==> src/rtl/astg_regs.svh <==
// Purpose: register offsets, field positions and reset values
// Assumes: 32-bit Avalon-MM data, byte addresses
// Notes:   definitions only
`ifndef ASTG_REGS_SVH
`define ASTG_REGS_SVH

`define ASTG_ADDR_W        4
`define ASTG_OFS_CTRL      4'h0
`define ASTG_OFS_FCOUNT    4'h4
`define ASTG_OFS_CMD       4'h8
`define ASTG_OFS_STATUS    4'hc

// control fields
`define ASTG_CTRL_STD      0
`define ASTG_CTRL_TRIG_ON  1
`define ASTG_CTRL_FALL     2
`define ASTG_CTRL_SRC_LO   4
`define ASTG_CTRL_SRC_HI   5

// command fields, write one to fire
`define ASTG_CMD_SWTRIG    0
`define ASTG_CMD_START     1
`define ASTG_CMD_STOP      2

// status fields
`define ASTG_STAT_WAIT_ACQ 0
`define ASTG_STAT_WAIT_FRM 1
`define ASTG_STAT_ARMED    2
`define ASTG_STAT_CNT_LO   8
`define ASTG_STAT_CNT_HI   15

// reset value and lowest accepted burst length
`define ASTG_FCOUNT_RST    8'h01
`define ASTG_FCOUNT_MIN    8'h01

`endif

==> src/rtl/astg_pkg.sv <==
// Purpose: shared types of the acquisition start trigger gate
// Assumes: nothing beyond SystemVerilog packages
// Notes:   numeric constants live in astg_regs.svh
`default_nettype none

package astg_pkg;

  // gate status
  typedef enum logic [1:0] {
    ST_IDLE,
    ST_WAIT_ACQ,
    ST_WAIT_FRAME
  } astg_state_t;

  // start trigger source, codes are the register field encoding
  typedef enum logic [1:0] {
    SRC_SOFTWARE = 2'h0,
    SRC_LINE1    = 2'h1,
    SRC_LINE2    = 2'h2
  } astg_src_t;

  // control register image
  typedef struct packed {
    astg_src_t src;
    logic      act_fall;
    logic      trig_on;
    logic      std_mode;
  } astg_ctrl_t;

  // one-cycle command strobes
  typedef struct packed {
    logic sw_trig;
    logic acq_start;
    logic acq_stop;
  } astg_cmd_t;

endpackage : astg_pkg

`default_nettype wire

==> src/rtl/astg_gate.sv <==
// Purpose: acquisition start trigger gate ahead of frame start
// Assumes: frame_trig_in is a one-cycle frame start request
// Notes:   registers on Avalon-MM, one wait state per access
`timescale 1ns/100ps
`default_nettype none

`include "astg_regs.svh"

// Operation
// - switching the gate on while armed enters waiting-for-acquisition-start
// - frame triggers are discarded while waiting for acquisition start
// - start trigger moves to frame wait; each frame trigger exposes
// - count accepted frames; at burst length return to waiting state
// - counting and return apply only with start trigger mode on
// - with mode off start triggers are generated internally
// - with software selected, each software trigger command is one start trigger
// - with line 1 selected, start triggers come from line 1
// - polarity picks rising or falling edge of the line
// - start trigger source resets to input line 2
// - burst length accepts 1 through 255
// - start triggers act only in waiting-for-acquisition-start
// - gating only in standard mode; legacy mode after reset
module astg_gate
  import astg_pkg::*;
(
  input  wire logic        sys_clk,
  input  wire logic        rst_n,
  input  wire logic [3:0]  avs_address,
  input  wire logic        avs_read,
  input  wire logic        avs_write,
  input  wire logic [31:0] avs_writedata,
  input  wire logic [3:0]  avs_byteenable,
  output logic [31:0]      avs_readdata,
  output logic             avs_waitrequest,
  input  wire logic        line1_in,
  input  wire logic        line2_in,
  input  wire logic        frame_trig_in,
  output logic             frame_start_ok,
  output logic             wait_acq,
  output logic             wait_frame
);

  astg_ctrl_t  ctrl;
  logic [7:0]  fcount;
  astg_cmd_t   cmd;
  astg_state_t state;
  logic [7:0]  frame_cnt;
  logic        served;
  logic        req;
  logic        wr_take;
  logic        gate_on;
  logic        gate_on_q;
  logic        gate_rise;
  logic        line1_pulse;
  logic        line2_pulse;
  logic        acq_trig;
  logic        frame_acc;
  logic        burst_done;
  logic        wrote_ctrl;

  // decode one register offset
  function automatic logic hit(input logic [3:0] adr,
                               input logic [3:0] ofs);
    hit = (adr == ofs);
  endfunction : hit

  // bus handshake: first cycle waits, second answers
  assign req             = avs_read | avs_write;
  assign avs_waitrequest = req & ~served;
  assign wr_take         = avs_write & served;

  always_ff @(posedge sys_clk or negedge rst_n) begin
    if (!rst_n) begin
      served <= 1'b0;
    end else begin
      served <= req & ~served;
    end
  end

  // control register; std mode off gives legacy behaviour
  always_ff @(posedge sys_clk or negedge rst_n) begin
    if (!rst_n) begin
      ctrl.std_mode <= 1'b0;
      ctrl.trig_on  <= 1'b0;
      ctrl.act_fall <= 1'b0;
      ctrl.src      <= SRC_LINE2;
    end else if (wr_take && hit(avs_address, `ASTG_OFS_CTRL)
                 && avs_byteenable[0]) begin
      ctrl.std_mode <= avs_writedata[`ASTG_CTRL_STD];
      ctrl.trig_on  <= avs_writedata[`ASTG_CTRL_TRIG_ON];
      ctrl.act_fall <= avs_writedata[`ASTG_CTRL_FALL];
      ctrl.src      <= astg_src_t'(
        avs_writedata[`ASTG_CTRL_SRC_HI:`ASTG_CTRL_SRC_LO]);
    end
  end

  // burst length; zero is refused so the count can always end
  always_ff @(posedge sys_clk or negedge rst_n) begin
    if (!rst_n) begin
      fcount <= `ASTG_FCOUNT_RST;
    end else if (wr_take && hit(avs_address, `ASTG_OFS_FCOUNT)
                 && avs_byteenable[0]
                 && avs_writedata[7:0] >= `ASTG_FCOUNT_MIN) begin
      fcount <= avs_writedata[7:0];
    end
  end

  // command strobes last the one cycle the write is taken
  always_comb begin
    cmd = '0;
    if (wr_take && hit(avs_address, `ASTG_OFS_CMD)
        && avs_byteenable[0]) begin
      cmd.sw_trig   = avs_writedata[`ASTG_CMD_SWTRIG];
      cmd.acq_start = avs_writedata[`ASTG_CMD_START];
      cmd.acq_stop  = avs_writedata[`ASTG_CMD_STOP];
    end
  end

  // read data loaded in the wait cycle, stands at the answer edge
  always_ff @(posedge sys_clk or negedge rst_n) begin
    if (!rst_n) begin
      avs_readdata <= 32'h0000_0000;
    end else if (avs_read && !served) begin
      avs_readdata <= 32'h0000_0000;
      if (hit(avs_address, `ASTG_OFS_CTRL)) begin
        avs_readdata[`ASTG_CTRL_STD]     <= ctrl.std_mode;
        avs_readdata[`ASTG_CTRL_TRIG_ON] <= ctrl.trig_on;
        avs_readdata[`ASTG_CTRL_FALL]    <= ctrl.act_fall;
        avs_readdata[`ASTG_CTRL_SRC_HI:`ASTG_CTRL_SRC_LO] <= ctrl.src;
      end else if (hit(avs_address, `ASTG_OFS_FCOUNT)) begin
        avs_readdata[7:0] <= fcount;
      end else if (hit(avs_address, `ASTG_OFS_STATUS)) begin
        avs_readdata[`ASTG_STAT_WAIT_ACQ] <= (state == ST_WAIT_ACQ);
        avs_readdata[`ASTG_STAT_WAIT_FRM] <= (state == ST_WAIT_FRAME);
        avs_readdata[`ASTG_STAT_ARMED]    <= (state != ST_IDLE);
        avs_readdata[`ASTG_STAT_CNT_HI:`ASTG_STAT_CNT_LO] <= frame_cnt;
      end
    end
  end

  // external lines: synchronised, selected edge as one pulse
  astg_edge_det u_line1 (
    .sys_clk    (sys_clk),
    .rst_n      (rst_n),
    .line_in    (line1_in),
    .fall_sel   (ctrl.act_fall),
    .edge_pulse (line1_pulse)
  );

  astg_edge_det u_line2 (
    .sys_clk    (sys_clk),
    .rst_n      (rst_n),
    .line_in    (line2_in),
    .fall_sel   (ctrl.act_fall),
    .edge_pulse (line2_pulse)
  );

  // gating is live only in standard mode with trigger mode on
  assign gate_on   = ctrl.std_mode & ctrl.trig_on;
  assign gate_rise = gate_on & ~gate_on_q;

  always_ff @(posedge sys_clk or negedge rst_n) begin
    if (!rst_n) begin
      gate_on_q <= 1'b0;
    end else begin
      gate_on_q <= gate_on;
    end
  end

  // start trigger from the selected source
  always_comb begin
    unique case (ctrl.src)
      SRC_SOFTWARE: acq_trig = cmd.sw_trig;
      SRC_LINE1:    acq_trig = line1_pulse;
      SRC_LINE2:    acq_trig = line2_pulse;
      default:      acq_trig = 1'b0;
    endcase
  end

  // only the frame-waiting state lets a frame trigger through
  assign frame_acc  = frame_trig_in && state == ST_WAIT_FRAME;
  assign burst_done = frame_acc && gate_on
                      && (frame_cnt == fcount - 8'h01);

  // gate state; stop beats everything, a gate switch-on beats start
  always_ff @(posedge sys_clk or negedge rst_n) begin
    if (!rst_n) begin
      state <= ST_IDLE;
    end else if (cmd.acq_stop) begin
      state <= ST_IDLE;
    end else begin
      unique case (state)
        ST_IDLE: begin
          if (cmd.acq_start) begin
            state <= ST_WAIT_ACQ;
          end
        end
        ST_WAIT_ACQ: begin
          if (!gate_on) begin
            state <= ST_WAIT_FRAME;
          end else if (!gate_rise && acq_trig) begin
            state <= ST_WAIT_FRAME;
          end
        end
        ST_WAIT_FRAME: begin
          if (gate_rise || burst_done) begin
            state <= ST_WAIT_ACQ;
          end
        end
      endcase
    end
  end

  // frames accepted since the last start trigger
  always_ff @(posedge sys_clk or negedge rst_n) begin
    if (!rst_n) begin
      frame_cnt <= 8'h00;
    end else if (state != ST_WAIT_FRAME || gate_rise || burst_done
                 || !gate_on) begin
      frame_cnt <= 8'h00;
    end else if (frame_acc) begin
      frame_cnt <= frame_cnt + 8'h01;
    end
  end

  // registered outputs towards exposure control
  always_ff @(posedge sys_clk or negedge rst_n) begin
    if (!rst_n) begin
      frame_start_ok <= 1'b0;
      wait_acq       <= 1'b0;
      wait_frame     <= 1'b0;
    end else begin
      frame_start_ok <= frame_acc;
      wait_acq       <= (state == ST_WAIT_ACQ);
      wait_frame     <= (state == ST_WAIT_FRAME);
    end
  end

  // remembers whether software has touched the control register
  always_ff @(posedge sys_clk or negedge rst_n) begin
    if (!rst_n) begin
      wrote_ctrl <= 1'b0;
    end else if (wr_take && hit(avs_address, `ASTG_OFS_CTRL)) begin
      wrote_ctrl <= 1'b1;
    end
  end
endmodule : astg_gate

`default_nettype wire

==> src/rtl/astg_edge_det.sv <==
// Purpose: synchronise a trigger line and pick out one edge
// Assumes: line may be asynchronous to sys_clk
// Notes:   pulse comes two edges after the line moves
`timescale 1ns/100ps
`default_nettype none

module astg_edge_det (
  input  wire logic sys_clk,
  input  wire logic rst_n,
  input  wire logic line_in,
  input  wire logic fall_sel,
  output logic      edge_pulse
);

  logic meta;
  logic sync;
  logic last;

  // two-flop synchroniser, meta feeds only sync
  always_ff @(posedge sys_clk or negedge rst_n) begin
    if (!rst_n) begin
      meta <= 1'b0;
      sync <= 1'b0;
      last <= 1'b0;
    end else begin
      meta <= line_in;
      sync <= meta;
      last <= sync;
    end
  end

  // selected edge as a single-cycle pulse
  assign edge_pulse = fall_sel ? (last & ~sync) : (sync & ~last);

endmodule : astg_edge_det

`default_nettype wire

==> config.mk <==
export PLATFORM = sky130hd
export DESIGN_NAME = astg_gate
export DESIGN_NICKNAME = d
export VERILOG_FILES = /design/src/rtl/astg_pkg.sv /design/src/rtl/astg_gate.sv /design/src/rtl/astg_edge_det.sv
export VERILOG_INCLUDE_DIRS = /design/src /design/src/rtl
export SDC_FILE = /design/constraint.sdc
export NUM_CORES = 1
export LEC_CHECK = 0
export BUFFER_PORTS_ARGS = -buffer_cell sky130_fd_sc_hd__buf_2
export CAP_MARGIN = 25
export CORE_ASPECT_RATIO = 1.2
export CORE_MARGIN = 2
export CORE_UTILIZATION = 54
export DETAILED_ROUTE_END_ITERATION = 12
export PLACE_DENSITY = 0.84
export RECOVER_POWER = 50
export SYNTH_ARGS = -nofsm -noshare
export SYNTH_HDL_FRONTEND = slang
export SYNTH_SLANG_ARGS = --single-unit
==> constraint.sdc <==
create_clock -name sys_clk -period 4.1 [get_ports sys_clk]
set_input_delay 0 -clock sys_clk [delete_from_list [all_inputs] [get_ports sys_clk]]
set_output_delay 0 -clock sys_clk [all_outputs]
set_load 0.01 [all_outputs]
# [Word-level counts from Yosys, hierarchy flattened]
# Cells that the tools add are included.
[totals] register_bits=50 inputBits=47 out_inout_bits=36
[op_classes] add_sub_neg=2 magnitude_cmp=1 eq_ne=12 n_mux=21 n_bitwise=15 n_reduce_logical=25
[op_table] operator="$mux W8" n=4
[op_table] operator="$logic_and A1 B1 Y1" n=12
[op_table] operator="$mux W2" n=6
[op_table] operator="$mux W3" n=4
[op_table] operator="$mux W10" n=1
[op_table] operator="$add A8 B1 Y8 const B" n=1
[op_table] operator="$and A1 B1 Y1" n=8
[op_table] operator="$eq A4 B4 Y1 const B" n=2
[op_table] operator="$eq A8 B8 Y1" n=1
[op_table] operator="$ge A8 B1 Y1 const B" n=1
[op_table] operator="$sub A8 B1 Y8 const B" n=1
[op_table] operator="$not A1 Y1" n=6
[op_table] operator="$pmux W2 S3" n=1
[op_table] operator="$mux W5" n=1
[op_table] operator="$eq A2 B1 Y1 const B" n=2
[op_table] operator="$eq A2 B2 Y1 const B" n=2
[op_table] operator="$eq A4 B3 Y1 const B" n=1
[op_table] operator="$logic_not A2 Y1" n=2
[op_table] operator="$logic_not A4 Y1" n=1
[op_table] operator="$logic_or A1 B1 Y1" n=4
[op_table] operator="$ne A4 B3 Y1 const B" n=1
[op_table] operator="$reduce_bool A2 Y1" n=2
[op_table] operator="$logic_not A1 Y1" n=3
[op_table] operator="$mux W1" n=3
[op_table] operator="6 further kinds" n=6

# [Longest topological paths before layout]
# Gate-level depths: netlist of the first run.
[logic_depth] word_depth=10 ltp_mapped=8

# [Modules after synthesis]
# From an unflattened synthesis of the first run, not the netlist that was laid out.
[hier_totals] hier_cells=245 hier_area_um2=2478.6
[by_module_without_submodules] mod="astg_gate" instances=1 cells_each=233 area_per_inst_um2=2283.4 seq_area_each_um2=1103.6
[by_module_without_submodules] mod="astg_edge_det" instances=2 cells_each=6 area_per_inst_um2=97.6 seq_area_each_um2=75.1

# [Least setup slack after synthesis of the first run]
# Ideal clock, no wire load.
[synth_path] path_type="register -> register" startpoint="register fcount[1]" endpoint="register frame_cnt[0]" setup_ps=90 arrival_ps=2012 t_required_ps=4010 setup_slack_ps=1998 path_stages_with_launch=7 cell_sequence="dfrtp_1 -> or4_4 -> o21a_1 -> a311o_1 -> or2_1 -> buf_6 -> a211oi_2"
[synth_via] elab_chain_cells=6
[synth_rtl] element="start: declaration" line="astg_gate.sv:44" rtl="logic [7:0] fcount;"
[synth_rtl] element="start signal: assignment" line="astg_gate.sv:100" rtl="fcount <= `ASTG_FCOUNT_RST;"
[synth_rtl] element="start signal: assignment" line="astg_gate.sv:104" rtl="fcount <= avs_writedata[7:0];"
[synth_rtl] element="$sub A8 B1 Y8 (*)" line="astg_gate.sv:183" rtl="&& (frame_cnt == fcount - 8'h01);"
[synth_rtl] element="$eq A8 B8 Y1 (*)" line="astg_gate.sv:183"
[synth_rtl] element="$logic_and A1 B1 Y1 (*)" line="astg_gate.sv:183"
[synth_rtl] element="$logic_or A1 B1 Y1 (*)" line="astg_gate.sv:218" rtl="end else if (state != ST_WAIT_FRAME || gate_rise || burst_done"
[synth_rtl] element="$logic_or A1 B1 Y1 (*)" line="astg_gate.sv:219" rtl="|| !gate_on) begin"
[synth_rtl] element="$mux W8 / $reduce_bool A2 Y1 (equally long branches)"
[synth_rtl] element="end signal: assignment" line="astg_gate.sv:222" rtl="frame_cnt <= frame_cnt + 8'h01;"
[synth_rtl] element="end: declaration" line="astg_gate.sv:47" rtl="logic [7:0] frame_cnt;"
# Every way passes the cells marked *; elsewhere a longest branch is shown, timed or not.
# A chain may end at the register's enable or synchronous reset.

==> results by group, run 1 <==
Power
  – Clk pwr share: 30.1%
  – Power Internal: 809 uW
  – Worst vdd ir: 249 uV
  – Power, Total: 1.14 mW
  – Switching Fraction: 28.9%
  – Pwr/cell area: 385 nW/um^2
  – Switching power: 329 uW
  – Combinational fraction of design power: 19.6%
  – Leak: 1.39 nW
  – Sequential share of power: 50.3%

Timing
  – Final setup fails: 0
  – Skew final: 0.00285 ns
  – RSZ-0062 raised after global routing: no
  – Worst Tran Pin Value: roughly 1.6 ns
  – Rel. slew slack: -7.72%
  – Hold WS: 0.0250 ns
  – Min Clock Period, post-route: 2.37 ns
  – Post-route clock period utilization: 57.8%
  – Max Clock Freq: about 420 MHz
  – Max-slew violations: 33
  – Setup_tns: 0 ns
  – Final hold vios: 0

Run status
  – Failing checks: max-capacitance violations, max-slew violations
  – Outcome: finished, violations left

Critical path
  – Worst path arrival time: 2.50 ns
  – R2r startpoint: fcount[1]$_DFFE_PN0P_
  – Setup CP Type: in -> async
  – Worst EP required: 4.23 ns
  – FF-to-FF End: frame_cnt[0]$_DFFE_PN0P_
  – R2R Setup Slk: 1.73 ns
  – CP Capture Type: async pin
  – Critical Path Start: rst_n
  – Critical Path Source Type: primary input
  – Crit path to: avs_readdata[15]$_DFFE_PN0P_
  – CP max FO: 32
  – Register-to-Register Path Depth: 5

Clock tree
  – CTS clock-pin slew for the worst setup and hold paths: 0.09 ns
  – CTS max path bufs: 2
  – TritonCTS clock tree: yes
  – CTS Buf Count: 5
  – Clock sink count: 50
  – Worst skew pair latency: roughly 0.30 ns
  – H-tree depth: 2
  – Root Buffer: clkbuf_8

Synthesis
  – Ys async rst share: 100%
  – Yosys cell types: 50
  – Synth top area share: a little under half
  – Cells after Synth: 230
  – Top post-synthesis cells by area: dfrtp_1, buf_4, a211oi_2, a22o_1, mux2_1
  – Synthesized cell area: 2560 um^2
  – Seq/Total Area, Yosys: 48.9%
  – Yosys warning total: 0
  – Yosys reg bits: 50
  – Synth area leader: dfrtp_1
  – Syn Area/Cell: roughly 11 um^2
  – Top_reg_cell synth: dfrtp_1
  – Number of flops mapped to enable cells by yosys: 0

Global route
  – Vias in the first global route: 1882
  – Grt ovf: 0
  – All-Layer GR Usage: around 22%
  – First-pass GRT wire length: 8790 um
  – Initial antenna violation count: 0
  – Pin count of the biggest net entering global routing: 51

Cells and area
  – # fillers: approximately 360
  – Area Overhead vs Synth: 15.3%
  – Finished Cell Area: 2950 um^2
  – Final Util: 64.3%
  – # diodes: 0
  – Share of cells above drive strength 1: roughly 23%
  – Register area: 1250 um^2
  – Fin nets: ~330
  – Multi-input gate area: 1170 um^2

Die
  – Die Y: 79.4 um
  – Starting density of the core: 55.7%
  – Die width: 66.9 um
  – CORE AREA: 4590 um^2
  – Top Ports: 83
  – Die area: 5310 um^2
  – FP Rows: 27

Detailed routing
  – Final wirelength: 5470 um
  – Routed len/inst: 16.2 um
  – Drt pass-1 iters: 4
  – Initial drt markers: approximately 160
  – Routed Antenna Nets: 0
  – Vias/cell: 5.68
  – # DRC: 0
  – Vias post-DR: 1919

Place
  – I/O Buffers: 39
  – Placed cell areas: 2720 um^2
  – Routability cong.: 0.810
  – DP HPWL: 3870 um

Hold path
  – Hold crit path type: in -> reg
  – Hold path startpoint: avs_writedata[2]

Flow run
  – Max Cap Violations: 1
## flip-flops by register name, indices dropped and copies added, names as in the netlist
name	cells
wait_acq	1
frame_start_ok	1
frame_cnt	8
u_line2.last	1
u_line1.meta	1
avs_readdata	16
gate_on_q	1
u_line2.sync	1
u_line1.last	1
fcount	8
served	1
state	2
ctrl	5
u_line1.sync	1
u_line2.meta	1
wait_frame	1
## worst min-delay path by stage
stage                             endpoint  slack [ns]  depth (start not counted)
2_1_floorplan  avs_readdata[0]$_DFFE_PN0P_       -0.30                          0
4_1_cts              fcount[2]$_DFFE_PN0P_       0.007                          2
5_1_grt              fcount[2]$_DFFE_PN0P_        0.01                          2
3_5_place_dp        u_line2.meta$_DFF_PN0_        0.11                          1
6_report             fcount[2]$_DFFE_PN0P_        0.02                          2
3_3_place_gp        u_line1.meta$_DFF_PN0_        0.11                          1
## kinds of logic (layout without fill, tap and decap cells)
logic type               after synthesis  after routing  synth area share, %
AO/OA/AOI/OAI                         45             45                 14.7
XOR/XNOR                              17             17                 5.81
adder cells (fa/ha/maj)                2              2                0.977
buffers and inverters                 32             67                 7.38
flip-flops                            50             50                 48.9
multiplexers                          19             19                 8.01
other                                  1             16                0.146
AND/OR/NAND/NOR                       64             64                 14.0
## cell usage after synthesis, drive strengths merged (3+ instances only)
master  count
xor2        8
buf        18
nand4       3
o31ai       3
dfrtp      48
nand3       4
o22ai       4
mux2i       7
nand2      15
mux2       12
inv         7
o21ai       6
nor4        5
nor3        4
a22o       11
xnor2       9
clkbuf      7
a211oi      8
nor3b       4
nor2        8
nor2b       3
nand2b      4
o211ai      3
## cells in the final DEF, fill, tap and decap left out, types with 4 or more instances in the layout
cell and n:
nand2_1 15, dfrtp_1 48, a211oi_2 8, nand2b_1 4
clkbuf_8 5, clkbuf_1 4, a22o_1 11, inv_1 7
nor2_1 8, o21ai_0 6, mux2_2 5, dlygate4sd3_1 12
nor3b_1 4, nor4_1 5, xnor2_1 9, mux2_1 7
nor3_1 4, mux2i_1 7, nand3_1 4, buf_2 37
xor2_1 8, conb_1 16, o22ai_1 4
## area by class of cell
type	instances	share of cell area (%)
Clock buffer	6	2.46
Timing Repair Buffer	52	10.7
Sequential cell	50	42.4
Inverter	7	0.889
Tap cell	58	2.46
Multi-Input combinational cell	163	39.8
Clock inverter	2	1.27
## power by group through the flow
stage / Sequential (mW) / Clock, mW / Combinational, mW
final: 0.572 / 0.343 / 0.223
after global routing: 0.578 / 0.373 / 0.248
after CTS: 0.572 / 0.349 / 0.222
after detailed placement: 0.582 / 0 / 0.213
after global placement: 0.579 / 0 / 0.204
after floorplan: 0.569 / 0 / 0.174
## worst max-delay path: stages
cell and delay, ns:
dlygate4sd3_1 0.52, clkbuf_1 0.73, clkbuf_1 1.24
## metrics by stage
step	instances	worst slack [ns]
floorplan	245	2.00
global placement	317	1.80
detailed placement	317	1.75
CTS	337	1.73
global route	338	1.24
finish	338	1.73
## per-layer routing
layer	vias up	track usage [%]	share of wire, %
li1	896	-	-
met1	933	27.4	40
met2	79	37.4	51
met3	11	2.82	5.9
met4	0	11.2	3.0
met5	-	0	0
## repair_timing
action | CTS | global route
hold buffers | 12 | 0
buffers inserted | 0 | 0
endpoints found under the hold margin | 62 | 0
gates resized for setup | 0 | 0
Note: power is estimated with default switching activity, not from simulation.
==> run 2: changes to the inputs <==
- ABC_AREA: default -> 1
- CORE_UTILIZATION: 54 -> 46
- PLACE_DENSITY: 0.84 -> 0.76
- clock period: 4.1 -> 2.1 ns (I/O delays scaled with it)
==> run 2 against run 1 <==
The run ends with negative hold slack left. Via count up 12%. Clock power up 64%. Synthesized cell count up 43%. Combinational power rose to 2.7 times the previous value. Non-clock buffer count unchanged. Design area up 3.9%. Total power up 100%. Critical path depth up 11. Largest cell class unchanged. Largest power group unchanged. Highest routed layer unchanged.
==> results by group, run 2 <==
Run status
  – Outcome: finished, violations left
  – Failing checks: negative hold slack

Die
  – Top Ports: 83 (unchanged)
  – CORE AREA: 5670 um^2 (+23%)
  – Die width: 73.8 um (+10%)
  – Die area: 6470 um^2 (+22%)
  – FP Rows: 30 (+11%)
  – Die Y: 87.7 um (+10%)
  – Starting density of the core: 47.4% (-8.4 points)

Hold path
  – Hold Path Cell Cnt: 3 (+1)
  – Hold path startpoint: avs_writedata[4]
  – Hold EP: ctrl[3]$_DFFE_PN0P_
  – Hold crit path type: in -> reg

Place
  – I/O Buffers: 39 (unchanged)
  – DP HPWL: 4060 um (+4.9%)
  – Placement Setup Slack: 0.248 ns (-1.50 ns)
  – Routability cong.: 0.856 (+5.7%)

Flow run
  – Max Cap Violations: 0 (-1)

Synthesis
  – Commonest cells post-synth: nand2_1, dfrtp_1, inv_1, nor2_1, nand3_1
  – Yosys cell types: 34 (-32%)
  – Post-synthesis compound-gate area fraction: 8.29% (-6.4 points)
  – Synth area leader: dfrtp_1
  – Top post-synthesis cells by area: dfrtp_1, nand2_1, inv_1, buf_4, nor2_1
  – Post-synthesis mux area share: 0% (-8.0 points)
  – Syn Area/Cell: 8.17 um^2 (-27%)
  – Most frequent cell after synthesis: nand2_1
  – Synth top area share: 44.7% (-2.2 points)
  – Yosys warning total: 0 (unchanged)
  – Cells after Synth: 329 (+43%)
  – Top_reg_cell synth: dfrtp_1
  – Ys async rst share: 100% (unchanged)
  – Number of flops mapped to enable cells by yosys: 0 (unchanged)
  – Synthesized cell area: 2690 um^2 (+4.9%)
  – Yosys reg bits: 50 (unchanged)
  – Seq/Total Area, Yosys: 46.7% (-2.3 points)
  – Synth Area in Adders: 0.932% (-0.046 points)
  – Largest family of logic cells by synthesized area: simple AND/OR/NAND/NOR gates
  – Simple-gate share of the synthesized area: 28.2% (+14 points)
  – Post-Synth XOR/XNOR Area: 3.59% (-2.2 points)

Timing
  – Skew final: 0.00625 ns (+0.00340 ns)
  – Worst Tran Pin Value: 1.05 ns (-0.564 ns)
  – Hold WS: -0.00651 ns (-0.0315 ns)
  – Post-route clock period utilization: ~88%
  – Setup ws final: 0.245 ns (-1.48 ns)
  – Setup_tns: 0 ns (unchanged)
  – Final hold vios: 1 (+1)
  – Rel. slew slack: 29.9% (+38 points)
  – Min Clock Period, post-route: 1.86 ns
  – Final setup fails: 0 (unchanged)
  – Max Clock Freq: 539 MHz
  – RSZ-0062 raised after global routing: no
  – Max-slew violations: 0 (-100%)

Clock tree
  – Number of post-CTS setup repair buffers: 0 (unchanged)
  – Clock sink count: 50 (unchanged)
  – CTS max path bufs: 2 (unchanged)
  – H-tree depth: 2 (unchanged)
  – TritonCTS clock tree: yes
  – CTS clock-pin slew for the worst setup and hold paths: 0.09 ns (about the same)
  – CTS Buf Count: 5 (unchanged)
  – Worst skew pair latency: 0.31 ns (about the same)
  – Root Buffer: clkbuf_8

Detailed routing
  – Vias/cell: 4.64 (-18%)
  – Vias post-DR: 2145 (+12%)
  – Initial drt markers: 107 (-31%)
  – Routed Antenna Nets: 0 (unchanged)
  – # DRC: 0 (unchanged)
  – Routed len/inst: 11.6 um (-28%)
  – Final wirelength: 5350 um (-2.2%)
  – Drt pass-1 iters: 4 (unchanged)

Critical path
  – Worst EP required: 2.31 ns (-1.92 ns)
  – CP Cell Sequence: inv_2 -> ha_1 -> inv_1 -> nand2_1 -> nand2_1 -> nand2_1 -> nand2_1 -> nand3_2 -> nor2_2 -> nand2_2 -> nand2_2 -> nand3_2 -> nand2_1 -> nor2_1
  – Worst path slowest cell: dfstp_2
  – Critical Path Source Type: flip-flop
  – Worst path arrival time: 2.07 ns (-0.43 ns)
  – Register-to-Register Path Depth: 14 (+9)
  – R2R Setup Slk: 0.24 ns (-1.48 ns)
  – Most common cell on crit path: nand2_1
  – CP Capture Type: flip-flop
  – Slowest Stage Delay on Critical Path: 0.59 ns (-0.65 ns)
  – CP top delay family: simple AND/OR/NAND/NOR gates
  – Setup CP Type: reg -> reg
  – Critical Path Start: fcount[0]$_DFFE_PN1P_
  – CP max FO: 5 (-84%)
  – Worst Path Buf+Inv: 2 (-1)
  – FF-to-FF End: state[1]$_DFFE_PN0P_
  – R2r startpoint: fcount[0]$_DFFE_PN1P_

Power
  – Switching Fraction: 34.6% (+5.7 points)
  – Pwr/cell area: 751 nW/um^2 (+95%)
  – Switching power: 798 uW (+140%)
  – Sequential share of power: 49.5% (-0.8 points)
  – Leak: 1.50 nW (+8.4%)
  – Clk pwr share: 24.4% (-5.7 points)
  – Power Internal: 1.51 mW (+86%)
  – Worst vdd ir: 363 uV (+46%)
  – Combinational fraction of design power: 26.1% (+6.5 points)
  – Power, Total: 2.31 mW (+100%)

Cells and area
  – Most common cell after layout, fill and taps aside: nand2_1
  – Top flop regs: avs_readdata: 16 flops, fcount: 8 flops, frame_cnt: 8 flops
  – # diodes: 0 (unchanged)
  – Final Util: 54.2% (-10 points)
  – Max reg flops: 16 (unchanged)
  – Fin nets: 430 (+31%)
  – Area Overhead vs Synth: 14.3%
  – Reg with most FFs: avs_readdata
  – Share of cells above drive strength 1: 16.2% (-6.3 points)
  – Commonest non-fill, non-tap cells in the layout: nand2_1, dfrtp_1, inv_1, nor2_1

Global route
  – All-Layer GR Usage: 17.9% (-4.2 points)
  – Vias in the first global route: 2051 (+9.0%)
  – First-pass GRT wire length: 9030 um (+2.7%)
  – Grt ovf: 0 (unchanged)
  – Initial antenna violation count: 0 (unchanged)
  – Pin count of the biggest net entering global routing: 44 (-14%)
## run 2: changes by cell type in the layout (fill, tap and decap cells not counted), moves of 9 or more
cell and delta:
nand2_1 +68, nor2_1 +20, nor2_2 +9, a22o_1 -11, nand3_1 +16, buf_2 -18, clkbuf_1 +16, inv_1 +36
o21ai_0 +10
## run 2: power by group through the flow
stage	logic [mW]	clock network (mW)	registers, mW
2_1_floorplan	0.453	0	1.16
3_3_place_gp	0.590	0	1.15
3_5_place_dp	0.609	0	1.16
5_1_grt	0.687	0.609	1.15
6_report	0.601	0.562	1.14
4_1_cts	0.629	0.574	1.14
## run 2: metrics by stage
stage	cell area, um^2	std cells
floorplan	2740	344
global placement	2910	443
detailed placement	2910	443
CTS	3110	462
global route	3070	462
finish	3070	462
## run 2: worst max-delay path by stage
stage,end,slack (ns),cells past startpoint
2_1_floorplan,state[1]$_DFFE_PN0P_,0.41,12
3_3_place_gp,state[1]$_DFFE_PN0P_,0.29,12
3_5_place_dp,state[1]$_DFFE_PN0P_,0.25,12
4_1_cts,state[1]$_DFFE_PN0P_,0.23,12
5_1_grt,frame_cnt[6]$_DFFE_PN0P_,0.06,8
6_report,state[1]$_DFFE_PN0P_,0.24,14
## run 2: cell type report
type,count,area (um^2)
Clock buffer,5,68.8
Timing Repair Buffer,52,293
Fill cell,539,2600
Clock inverter,3,21.3
Sequential cell,50,1250
Tap cell,80,100
Multi-Input combinational cell,224,1150
Inverter,48,180
## run 2: per-layer routing
metal  wire length (um)  track usage (%)  share of wire [%]
met1               2400             22.5                 45
met2               2600             31.0                 49
met3                252             2.99                4.7
met4                 99             6.28                1.9
met5                  0                0                  0
## run 2: repair_timing
item / in CTS / in global routing
hold endpoints to repair: 50 / 0
resized for setup: 0 / 0
hold buffers: 11 / 0
## run 2: logic make-up (layout without fill, tap and decap cells)
| family | after synthesis | after routing |
|---|---|---|
| fa+ha+maj | 2 | 2 |
| compound gates | 35 | 35 |
| flops | 50 | 50 |
| simple gates | 160 | 160 |
| xor+xnor | 11 | 11 |
| buf+inv | 70 | 108 |
| other cells | 1 | 16 |
## run 2: tightest hold or removal path, stage by stage
cell and delay [ns]:
buf_2 0.10, inv_1 0.08, o21ai_0 0.09
